--- src/rtl/gpio_pkg.sv ---
`default_nettype none
// ----------------------------------------------------------------
// Register map and field layout of the port block
// ----------------------------------------------------------------
package gpio_pkg;
  // Pin count: ports zero to three carry 8 pins, port four carries 4.
  localparam int PIN_COUNT  = 36;
  localparam int PORT_COUNT = 5;
  localparam int LOCAL_PINS = 16;

  // Register indices; the byte address is four times the index.
  localparam logic [5:0] IDX_PORT0    = 6'h00;
  localparam logic [5:0] IDX_PORT4    = 6'h04;
  localparam logic [5:0] IDX_MODE     = 6'h05;
  localparam logic [5:0] IDX_CFG_BASE = 6'h08;
  localparam logic [5:0] IDX_CFG_LAST = 6'h2B;

  // Writable bits of the port four data register.
  localparam logic [7:0] PORT4_MASK = 8'h0F;

  // Per-pin configuration register fields.
  localparam int CFG_OE      = 0;
  localparam int CFG_PULL    = 1;
  localparam int CFG_OD      = 2;
  localparam int CFG_SINK    = 3;
  localparam int CFG_TTL     = 4;
  localparam int CFG_ACT_LOW = 5;
  localparam int CFG_INT_EN  = 6;
  localparam int CFG_ALT     = 7;

  // Mode register fields.
  localparam int MODE_REGULATED_SUPPLY_OUT  = 0;
  localparam int MODE_SPI   = 1;
  localparam int MODE_USB   = 2;
  localparam int MODE_FORCE = 3;
  localparam int MODE_XOSC  = 4;

  // Pin numbers of the shared functions (port*8 + bit).
  localparam int PIN_CLK_IN  = 0;
  localparam int PIN_CLK_OUT = 1;
  localparam int PIN_IRQ_LO  = 2;
  localparam int PIN_TIMER_A = 5;
  localparam int PIN_TIMER_B = 6;
  localparam int PIN_USB_DP  = 8;
  localparam int PIN_USB_DM  = 9;
  localparam int PIN_REGULATED_SUPPLY_OUT    = 10;
  localparam int PIN_SPI_LO  = 11;

  // Values after reset.
  localparam logic [7:0] DATA_RESET = 8'h00;
  localparam logic [7:0] CFG_RESET  = 8'h00;
  localparam logic [7:0] MODE_RESET = 8'h00;
endpackage
`default_nettype wire

--- src/rtl/gpio_port.sv ---
// What this block does
// RL1: Port data write sets enabled pin drive levels.
// RL2: Port data read returns sampled pin levels.
// RL3: Port four bits 7..4 reserved, read zero.
// RL4: Port0 pins 6,5 double as timer pins.
// RL5: Port0 pins 4..2 double as external interrupts.
// RL6: Port0 pin1 clock output, pin0 clock input.
// RL7: Port1 pins 6..3 double as serial interface.
// RL8: Regulator enable puts supply on port1 pin2.
// RL9: USB mode turns port1 pins 1,0 into D-/D+.
// RL10: Force state: data bits drive D-/D+ directly.
// RL11: Interrupt enable gates pin interrupts, any direction.
// RL12: Edge interrupts; shared one rearms after all deassert.
// RL13: Polarity bit set falling edge, clear rising.
// RL14: Driving an output pin can raise interrupts.
// RL15: Threshold bit set TTL, clear CMOS.
// RL16: Strong-sink bit set 50 mA, clear 8 mA.
// RL17: Open drain: one floats, zero pulls low.
// RL18: Pull-up bit connects the pin pull-up.
// RL19: Output enable bit turns the driver on.
// RL20: Everything resets to zero, pins become inputs.
// RL21: Pins synchronised, one pulse per qualifying edge.
`default_nettype none
module gpio_port
  import gpio_pkg::*;
(
  input  wire logic                           clk_i,
  input  wire logic                           rst_i,
  // Wishbone classic slave.
  input  wire logic                           cyc_i,
  input  wire logic                           stb_i,
  input  wire logic                           we_i,
  input  wire logic [7:0]                     adr_i,
  input  wire logic [3:0]                     sel_i,
  input  wire logic [31:0]                    dat_i,
  output logic      [31:0]                    dat_o,
  output logic                                ack_o,
  // Pad side: level seen on the wire, drive value and enable.
  input  wire logic [gpio_pkg::PIN_COUNT-1:0] pin_i,
  output logic      [gpio_pkg::PIN_COUNT-1:0] pin_o,
  output logic      [gpio_pkg::PIN_COUNT-1:0] pin_oe_o,
  output logic      [gpio_pkg::PIN_COUNT-1:0] pull_up_o,
  output logic      [gpio_pkg::PIN_COUNT-1:0] high_sink_o,
  output logic      [gpio_pkg::PIN_COUNT-1:0] ttl_thresh_o,
  // Shared functions.
  input  wire logic [1:0]                     timer_io_out_i,
  output logic      [1:0]                     timer_io_in_o,
  input  wire logic                           clk_source_i,
  output logic                                clock_input_pin_o,
  input  wire logic [3:0]                     spi_out_i,
  input  wire logic [3:0]                     spi_oe_i,
  output logic      [3:0]                     spi_in_o,
  input  wire logic [1:0]                     usb_tx_i,
  input  wire logic                           usb_oe_i,
  output logic      [1:0]                     usb_rx_o,
  output logic                                regulated_supply_out_o,
  // Interrupt request pulses.
  output logic      [gpio_pkg::LOCAL_PINS-1:0] pin_irq_o,
  output logic                                shared_irq_o
);
  import gpio_pkg::*;

  // ----------------------------------------------------------------
  // State
  // ----------------------------------------------------------------
  logic [7:0]           port_data [PORT_COUNT]; // Written drive levels.
  logic [7:0]           cfg [PIN_COUNT];        // One byte per pin.
  logic [7:0]           mode;                   // Shared-function enables.
  logic [PIN_COUNT-1:0] sync_a;                 // First stage, read by sync_b only.
  logic [PIN_COUNT-1:0] sync_b;                 // Settled pin level.
  logic [PIN_COUNT-1:0] assert_q;               // Asserted state, one cycle old.
  logic                 any_q;                  // Shared group state, one cycle old.
  logic                 ack;                    // Answer to the bus.
  logic [7:0]           rd_q;                   // Read data byte.

  // ----------------------------------------------------------------
  // Bus decode
  // ----------------------------------------------------------------
  // A request is taken once; the ack register closes it.
  wire       req      = cyc_i & stb_i & ~ack;
  wire       wr_en    = req & we_i & sel_i[0];
  wire [5:0] idx      = adr_i[7:2];
  wire       hit_data = (idx <= IDX_PORT4);
  wire       hit_mode = (idx == IDX_MODE);
  wire       hit_cfg  = (idx >= IDX_CFG_BASE) && (idx <= IDX_CFG_LAST);
  // Wraps below the base, but it is only used under hit_cfg.
  wire [5:0] cfg_idx  = idx - IDX_CFG_BASE;
  wire [2:0] port_idx = idx[2:0];
  wire [7:0] wbyte    = dat_i[7:0];

  // Port four keeps only its low nibble.
  wire [7:0] port_wmask = (idx == IDX_PORT4) ? PORT4_MASK : 8'hFF; // RL3

  // Flat views of written data and of the sampled pins.
  logic [8*PORT_COUNT-1:0] data_vec;
  // Port four has four pins; the zero pad keeps its byte select whole.
  wire  [8*PORT_COUNT-1:0] pin_pad = {4'h0, sync_b};

  genvar gp;
  generate
    for (gp = 0; gp < PORT_COUNT; gp++) begin : g_flat
      assign data_vec[gp*8 +: 8] = port_data[gp];
    end
  endgenerate

  // Reads of a data register see the pins, not the stored byte.
  wire [7:0] pin_byte = pin_pad[{port_idx, 3'b000} +: 8]; // RL2
  wire [7:0] rd_byte  = hit_data ? (pin_byte & port_wmask) : // RL3
                        hit_mode ? mode :
                        hit_cfg  ? cfg[cfg_idx] : 8'h00;

  // ----------------------------------------------------------------
  // Bus answer
  // ----------------------------------------------------------------
  // Every access, mapped or not, is acked one cycle after it is
  // taken; unmapped reads return zero and unmapped writes vanish.
  always_ff @(posedge clk_i) begin
    if (rst_i) begin
      ack  <= 1'b0;
      rd_q <= 8'h00;
    end else begin
      ack <= req;
      if (req) begin
        rd_q <= rd_byte;
      end
    end
  end

  assign ack_o = ack;
  assign dat_o = {24'h0, rd_q};

  // ----------------------------------------------------------------
  // Register writes
  // ----------------------------------------------------------------
  // Writes land at the edge that takes the request, so the new value
  // already stands when the master sees ack.
  always_ff @(posedge clk_i) begin
    if (rst_i) begin
      for (int p = 0; p < PORT_COUNT; p++) begin
        port_data[p] <= DATA_RESET; // RL20
      end
      for (int k = 0; k < PIN_COUNT; k++) begin
        cfg[k] <= CFG_RESET; // RL20
      end
      mode <= MODE_RESET; // RL20
    end else if (wr_en) begin
      if (hit_data) begin
        port_data[port_idx] <= wbyte & port_wmask; // RL1 RL3
      end
      if (hit_mode) begin
        mode <= wbyte;
      end
      if (hit_cfg) begin
        cfg[cfg_idx] <= wbyte;
      end
    end
  end

  // ----------------------------------------------------------------
  // Pin synchroniser
  // ----------------------------------------------------------------
  // Pins are asynchronous; only the second stage is used anywhere.
  always_ff @(posedge clk_i) begin
    if (rst_i) begin
      sync_a <= '0;
      sync_b <= '0;
    end else begin
      sync_a <= pin_i; // RL21
      sync_b <= sync_a; // RL21
    end
  end

  // ----------------------------------------------------------------
  // Per-pin plain I/O and interrupt qualification
  // ----------------------------------------------------------------
  logic [PIN_COUNT-1:0] base_o;   // Drive value before overrides.
  logic [PIN_COUNT-1:0] base_oe;  // Drive enable before overrides.
  logic [PIN_COUNT-1:0] asserted; // Pin at its active level and enabled.

  genvar gi;
  generate
    for (gi = 0; gi < PIN_COUNT; gi++) begin : g_pin
      wire [7:0] c = cfg[gi];
      // Open drain floats a one and pulls a zero low.
      assign base_o[gi]  = c[CFG_OD] ? 1'b0 : data_vec[gi]; // RL17
      assign base_oe[gi] = c[CFG_OE] & ~(c[CFG_OD] & data_vec[gi]); // RL19 RL17
      // The level is taken from the wire, so a pin the block drives
      // itself raises its own interrupt too.
      assign asserted[gi] = c[CFG_INT_EN] & // RL11 RL14
                            (c[CFG_ACT_LOW] ? ~sync_b[gi] : sync_b[gi]); // RL13
      assign pull_up_o[gi]    = c[CFG_PULL]; // RL18
      assign high_sink_o[gi]  = c[CFG_SINK]; // RL16
      assign ttl_thresh_o[gi] = c[CFG_TTL]; // RL15
    end
  endgenerate

  // ----------------------------------------------------------------
  // Shared-function overrides
  // ----------------------------------------------------------------
  logic [PIN_COUNT-1:0] next_pin_o;
  logic [PIN_COUNT-1:0] next_pin_oe;

  // Later branches win, but the pins they touch do not overlap.
  always_comb begin
    next_pin_o  = base_o;
    next_pin_oe = base_oe;
    // Crystal use takes both clock pins away from plain I/O.
    if (mode[MODE_XOSC]) begin
      next_pin_oe[PIN_CLK_IN]  = 1'b0; // RL6
      next_pin_oe[PIN_CLK_OUT] = 1'b0; // RL6
    end else if (cfg[PIN_CLK_OUT][CFG_ALT]) begin
      next_pin_o[PIN_CLK_OUT]  = clk_source_i; // RL6
      next_pin_oe[PIN_CLK_OUT] = 1'b1;
    end
    // Timer outputs replace the data bit; the enable stays the pin's.
    if (cfg[PIN_TIMER_A][CFG_ALT]) begin
      next_pin_o[PIN_TIMER_A] = timer_io_out_i[0]; // RL4
    end
    if (cfg[PIN_TIMER_B][CFG_ALT]) begin
      next_pin_o[PIN_TIMER_B] = timer_io_out_i[1]; // RL4
    end
    // The regulator pin loses its driver while the supply is out.
    if (mode[MODE_REGULATED_SUPPLY_OUT]) begin
      next_pin_oe[PIN_REGULATED_SUPPLY_OUT] = 1'b0; // RL8
    end
    // The serial engine owns value and enable of its four pins.
    if (mode[MODE_SPI]) begin
      next_pin_o[PIN_SPI_LO +: 4]  = spi_out_i; // RL7
      next_pin_oe[PIN_SPI_LO +: 4] = spi_oe_i; // RL7
    end
    // USB mode hands D-/D+ to the transceiver unless forced.
    if (mode[MODE_USB]) begin
      if (mode[MODE_FORCE]) begin
        next_pin_o[PIN_USB_DP +: 2]  = data_vec[PIN_USB_DP +: 2]; // RL10
        next_pin_oe[PIN_USB_DP +: 2] = 2'b11; // RL10
      end else begin
        next_pin_o[PIN_USB_DP +: 2]  = usb_tx_i; // RL9
        next_pin_oe[PIN_USB_DP +: 2] = {2{usb_oe_i}}; // RL9
      end
    end
  end

  // Pad drive is registered so the pads never see decode glitches;
  // the cost is one cycle from a register write to the pin.
  always_ff @(posedge clk_i) begin
    if (rst_i) begin
      pin_o    <= '0;
      pin_oe_o <= '0; // RL20
    end else begin
      pin_o    <= next_pin_o; // RL1
      pin_oe_o <= next_pin_oe; // RL1
    end
  end

  // Settled inputs for the shared functions, and the regulator enable.
  assign timer_io_in_o          = sync_b[PIN_TIMER_A +: 2]; // RL4
  assign clock_input_pin_o      = sync_b[PIN_CLK_IN]; // RL6
  assign spi_in_o               = sync_b[PIN_SPI_LO +: 4]; // RL7
  assign usb_rx_o               = sync_b[PIN_USB_DP +: 2]; // RL9
  assign regulated_supply_out_o = mode[MODE_REGULATED_SUPPLY_OUT]; // RL8

  // ----------------------------------------------------------------
  // Interrupt pulses
  // ----------------------------------------------------------------
  // Ports zero and one have one request per pin; pins 4..2 of port
  // zero are the three external requests.  Ports two to four share
  // one request, which rises only when the whole group was idle, so
  // a second pin asserting while another still holds gives nothing.
  // The polarity bit feeds the qualifier directly, so flipping it on a
  // quiet pin can raise a pulse; firmware should mask the pin first.
  wire any_asserted = |asserted[PIN_COUNT-1:LOCAL_PINS];

  always_ff @(posedge clk_i) begin
    if (rst_i) begin
      assert_q     <= '0;
      any_q        <= 1'b0;
      pin_irq_o    <= '0;
      shared_irq_o <= 1'b0;
    end else begin
      assert_q     <= asserted; // RL21
      any_q        <= any_asserted;
      pin_irq_o    <= asserted[LOCAL_PINS-1:0] & ~assert_q[LOCAL_PINS-1:0]; // RL5 RL12
      shared_irq_o <= any_asserted & ~any_q; // RL12
    end
  end
endmodule
`default_nettype wire

--- config.mk ---
export PLATFORM = sky130hd
export DESIGN_NAME = gpio_port
export DESIGN_NICKNAME = d
export VERILOG_FILES = /design/src/rtl/gpio_pkg.sv /design/src/rtl/gpio_port.sv
export SDC_FILE = /design/constraint.sdc
export NUM_CORES = 1
export LEC_CHECK = 0
export BUFFER_PORTS_ARGS = -buffer_cell sky130_fd_sc_hd__buf_2
export CORE_UTILIZATION = 53
export DETAILED_ROUTE_END_ITERATION = 10
export PLACE_DENSITY = 0.76
export RECOVER_POWER = 100
export SYNTH_ARGS = -nofsm -noshare
export SYNTH_HDL_FRONTEND = slang
export SYNTH_SLANG_ARGS = --single-unit
--- constraint.sdc ---
create_clock -name clk_i -period 2.5 [get_ports clk_i]
set_clock_uncertainty 0.1 [all_clocks]
set_input_delay 0.125 -clock clk_i [delete_from_list [all_inputs] [get_ports clk_i]]
set_output_delay 0.125 -clock clk_i [all_outputs]
set_load 0.05 [all_outputs]
==> flow_summary.toml <==
[run_status]
run_status = "complete, but fails checks"
violations = "capacitance limit, slew limit"

[global_route]
grt_start_max_net_pins = 158
grt_pass1_vias = 19700
grt_overflow_total = 0
number_of_antenna_violations_at_the_first_check_in_global_routing = 2
grt_use_total = 0.314
grt_first_pass_wirelength_um = 133000

[setup_path]
critPathArrivalTime_ns = 2.85
cpMaxStageDelayCell = "sky130_fd_sc_hd__clkbuf_1"
critical-path-top-delay-family = "simple AND/OR/NAND/NOR gates"
crit_cells = 8
critical_path.n_buffers_inverters = 2
crit_path_end_kind = "flip-flop"
critical_path.max_stage_delay_ns = 0.41
crit_chain = "nand3b_1, or3_4, nor2_4, nand3_1, clkbuf_2, nor2_1, clkbuf_1, and2_0"
critPathKind = "flip-flop to flip-flop"
setup.worst_path.start_class = "flip-flop"
critical_path_fanout_max = 8
cp_data_required_time_ns = 2.89
worst_reg_to_reg_cells = 8

[placement]
dp_hpwl_um = 68400
io_buffer_count = 285
place_ws_ns = -0.119
gp_congestion = 0.976

[logic_synthesis]
yosysWarningCount = 0
synthesis.area_mm2 = 0.0312
avg_inst_size_synth_um2 = 14.2
synth.most_common_cell = "sky130_fd_sc_hd__edfxtp_1"
post_synth_edffs = 548
synth_top_cells_by_count = "sky130_fd_sc_hd__edfxtp_1 (548), sky130_fd_sc_hd__and2_1 (306), sky130_fd_sc_hd__dfxtp_1 (195)"
syn_inst = 2197
ys_ff_latch = 743
dominantRegCellSynth = "sky130_fd_sc_hd__edfxtp_1"
synth.top_cell.area_share = 0.527
synth-async-reset-ratio = 0
synth_seq_area_share = 0.652
synth.largest_area_cell = "sky130_fd_sc_hd__edfxtp_1"
synth_cell_types = 61
yosys-top-cells-area = "sky130_fd_sc_hd__edfxtp_1 (53%), sky130_fd_sc_hd__dfxtp_1 (13%), sky130_fd_sc_hd__mux4_2 (7.1%)"

[sta]
hold_viol_final = 0
setup_violations = 0
achievable-frequency_ghz = 0.407
final_period_minus_worst_setup_slack_ns = 2.46
max-slew-margin-rel = -0.474
final.hold.worst_slack_ns = 0.141
worst_pin_slew_ns = 2.21
final_min_period_over_clock_period = 0.982
report.final.slew_viol_count = 332
finalSetupTns_ns = 0
post-route-worst-setup-slack_ns = 0.0439

[route]
drt_wl_total_um = 94500
met3RoutedLength_um = 10200
post_drt_wl_per_cell_um = 27.5
met2_length_um = 44300
first_pass_iters = 5
routed-via-count = 20400
met1_length_um = 35700
drc_errors = 0
drt_first_iter_violations = 2496
top_layer_used = "met4"
post_drt_via_cell_ratio = 5.94
drt.antenna.violating_nets = 0

[flow_run]
max_cap_violation_count = 5

[pwr]
net_switching_fraction_of_the_power = 0.242
vdd_drop_max_uv = 637
net-switching-power_mw = 6.70
pwr-share-clk = 0.410
p_leak_nw = 13.3
power.combinational.fraction = 0.091
p_int_mw = 20.9
powerDensity_mw_per_mm2 = 754
power.sequential.fraction = 0.499

[clock_network]
tritoncts = "built"
cts_buffer_depth = 3
htreeDepth = 3
clkSlewWorstSetupHoldPaths_ns = 0.06
post_cts_repair_timing_setup_buffer_count = 0
clock-root-buffer = "sky130_fd_sc_hd__clkbuf_16"
cts_inserted_buffers = 75
clk-insertion-delay-late_ns = 0.64
cts.sink_count = 743

[floorplanning]
std_cell_rows = 88
number_of_placed_i_o_pins = 339
floorplan_core_area_mm2 = 0.0579
initial_utilization = 0.539
die_height_um = 245
floorplan.die_area_mm2 = 0.0599
die_x_um = 245

[worst_hold_path]
worst_hold_path_cell_count = 6
worst_hold_path_type = "primary input to flip-flop"

[finish]
num-fill-cells = 4345
nNetsFinal = 2710
synthToLayoutAreaGrowth_pct = 17.4
drive_gt1_frac = 0.203
==> layout by cell type (no fill, tap or decap), types with 9 or more instances in the layout <==
master,instances
sky130_fd_sc_hd__edfxtp_1,548
sky130_fd_sc_hd__clkbuf_1,277
sky130_fd_sc_hd__and2_1,200
sky130_fd_sc_hd__dfxtp_1,195
sky130_fd_sc_hd__nor2_1,134
sky130_fd_sc_hd__buf_4,113
sky130_fd_sc_hd__and2_0,106
sky130_fd_sc_hd__mux4_2,98
sky130_fd_sc_hd__nor2b_1,94
sky130_fd_sc_hd__clkbuf_16,79
sky130_fd_sc_hd__mux2i_1,64
sky130_fd_sc_hd__buf_2,60
sky130_fd_sc_hd__dlygate4sd3_1,59
sky130_fd_sc_hd__a22oi_1,53
sky130_fd_sc_hd__clkbuf_2,51
sky130_fd_sc_hd__nor3b_1,49
sky130_fd_sc_hd__nand2_1,44
sky130_fd_sc_hd__inv_1,34
sky130_fd_sc_hd__a21oi_1,34
sky130_fd_sc_hd__or2_2,30
sky130_fd_sc_hd__a211oi_1,28
sky130_fd_sc_hd__a221oi_1,27
sky130_fd_sc_hd__conb_1,24
sky130_fd_sc_hd__buf_12,21
sky130_fd_sc_hd__nand3_1,20
sky130_fd_sc_hd__xor2_1,20
sky130_fd_sc_hd__nor2_2,17
sky130_fd_sc_hd__mux2_2,17
sky130_fd_sc_hd__xnor2_1,16
sky130_fd_sc_hd__clkinv_2,13
sky130_fd_sc_hd__clkinv_1,10
sky130_fd_sc_hd__nor3_1,9
sky130_fd_sc_hd__o21ai_0,9
sky130_fd_sc_hd__and3_1,9
==> routing by layer <==
metal / track usage / vias to the layer above
li1: - / 8680
met3: 0.0628 / 223
met5: 0 / -
met4: 0.124 / 0
met1: 0.426 / 10200
met2: 0.498 / 1314
==> logic make-up (layout without fill, tap and decap cells) <==
| logic type | after synthesis | count (layout) | share of synthesized area |
|---|---|---|---|
| flip-flops | 743 | 743 | 0.652 |
| buffers and inverters | 292 | 742 | 0.0552 |
| AO/OA/AOI/OAI | 197 | 197 | 0.0465 |
| other | 1 | 25 | 0.000120 |
| adder cells (fa/ha/maj) | 1 | 1 | 0.000401 |
| AND/OR/NAND/NOR | 745 | 745 | 0.136 |
| multiplexers | 180 | 180 | 0.0977 |
| XOR/XNOR | 38 | 38 | 0.0115 |
==> repair_timing <==
item | 4_1_cts | 5_1_grt
gates resized for setup | 0 | 2
setup endpoints to repair | 0 | 13
hold buffers | 59 | 0
hold endpoints to repair | 132 | 0
==> worst paths after layout <==
| path | start | to | slack, ns |
|---|---|---|---|
| max | ack_o | cfg[5][4] | 0.04 |
| min reg2reg | assert_q[14] | pin_irq_o[14] | 0.28 |
| max reg2reg | ack_o | cfg[5][4] | 0.04 |
| min | adr_i[4] | rd_q[7] | 0.14 |
==> stage by stage <==
| step | util | total power, mW | cells | area (um2) |
|---|---|---|---|---|
| after detailed placement | 0.591 | 16.5 | 3239 | 34200 |
| after global routing | 0.633 | 28.3 | 3436 | 36700 |
| final | 0.633 | 27.6 | 3436 | 36700 |
| after CTS | 0.644 | 27.7 | 3435 | 37300 |
| after global placement | 0.591 | 16.4 | 3239 | 34200 |
| after floorplan | - | 15.6 | 2220 | 31400 |
==> worst reg2reg max path: stages (launching register included) <==
cell                       delay [ns]
sky130_fd_sc_hd__dfxtp_1         0.32
sky130_fd_sc_hd__nand3b_1        0.19
sky130_fd_sc_hd__or3_4           0.37
sky130_fd_sc_hd__nor2_4          0.19
sky130_fd_sc_hd__nand3_1         0.13
sky130_fd_sc_hd__clkbuf_2        0.22
sky130_fd_sc_hd__nor2_1          0.18
sky130_fd_sc_hd__clkbuf_1        0.41
sky130_fd_sc_hd__and2_0          0.21
==> power groups by stage <==
stage	registers (mW)	clock network [mW]	logic (mW)
after global placement	14.0	0	2.44
after floorplan	14.1	0	1.44
after detailed placement	14.0	0	2.47
after global routing	13.8	11.9	2.60
final	13.8	11.3	2.52
after CTS	13.8	11.4	2.55
==> flip-flops by register name (all words and copies together), names as in the netlist <==
| name | flops |
|---|---|
| pin_o | 36 |
| sync_a | 36 |
| shared_irq_o | 1 |
| pin_irq_o | 16 |
| mode | 8 |
| any_q | 1 |
| rd_q | 8 |
| pin_oe_o | 36 |
| ack_o | 1 |
| port_data | 36 |
| assert_q | 16 |
| sync_b | 36 |
| cfg | 512 |
==> layout make-up <==
class	count	area (um2)	area share
flip-flops and latches	743	20400	0.555
multi-input cells	1185	9280	0.253
repair buffers	571	3440	0.0938
clock buffers	96	2070	0.0565
well taps	765	957	0.0261
clock inverters	41	418	0.0114
inverters	34	128	0.00348
diodes	1	2.50	0.0000683
(Power assumes the default switching activity.)
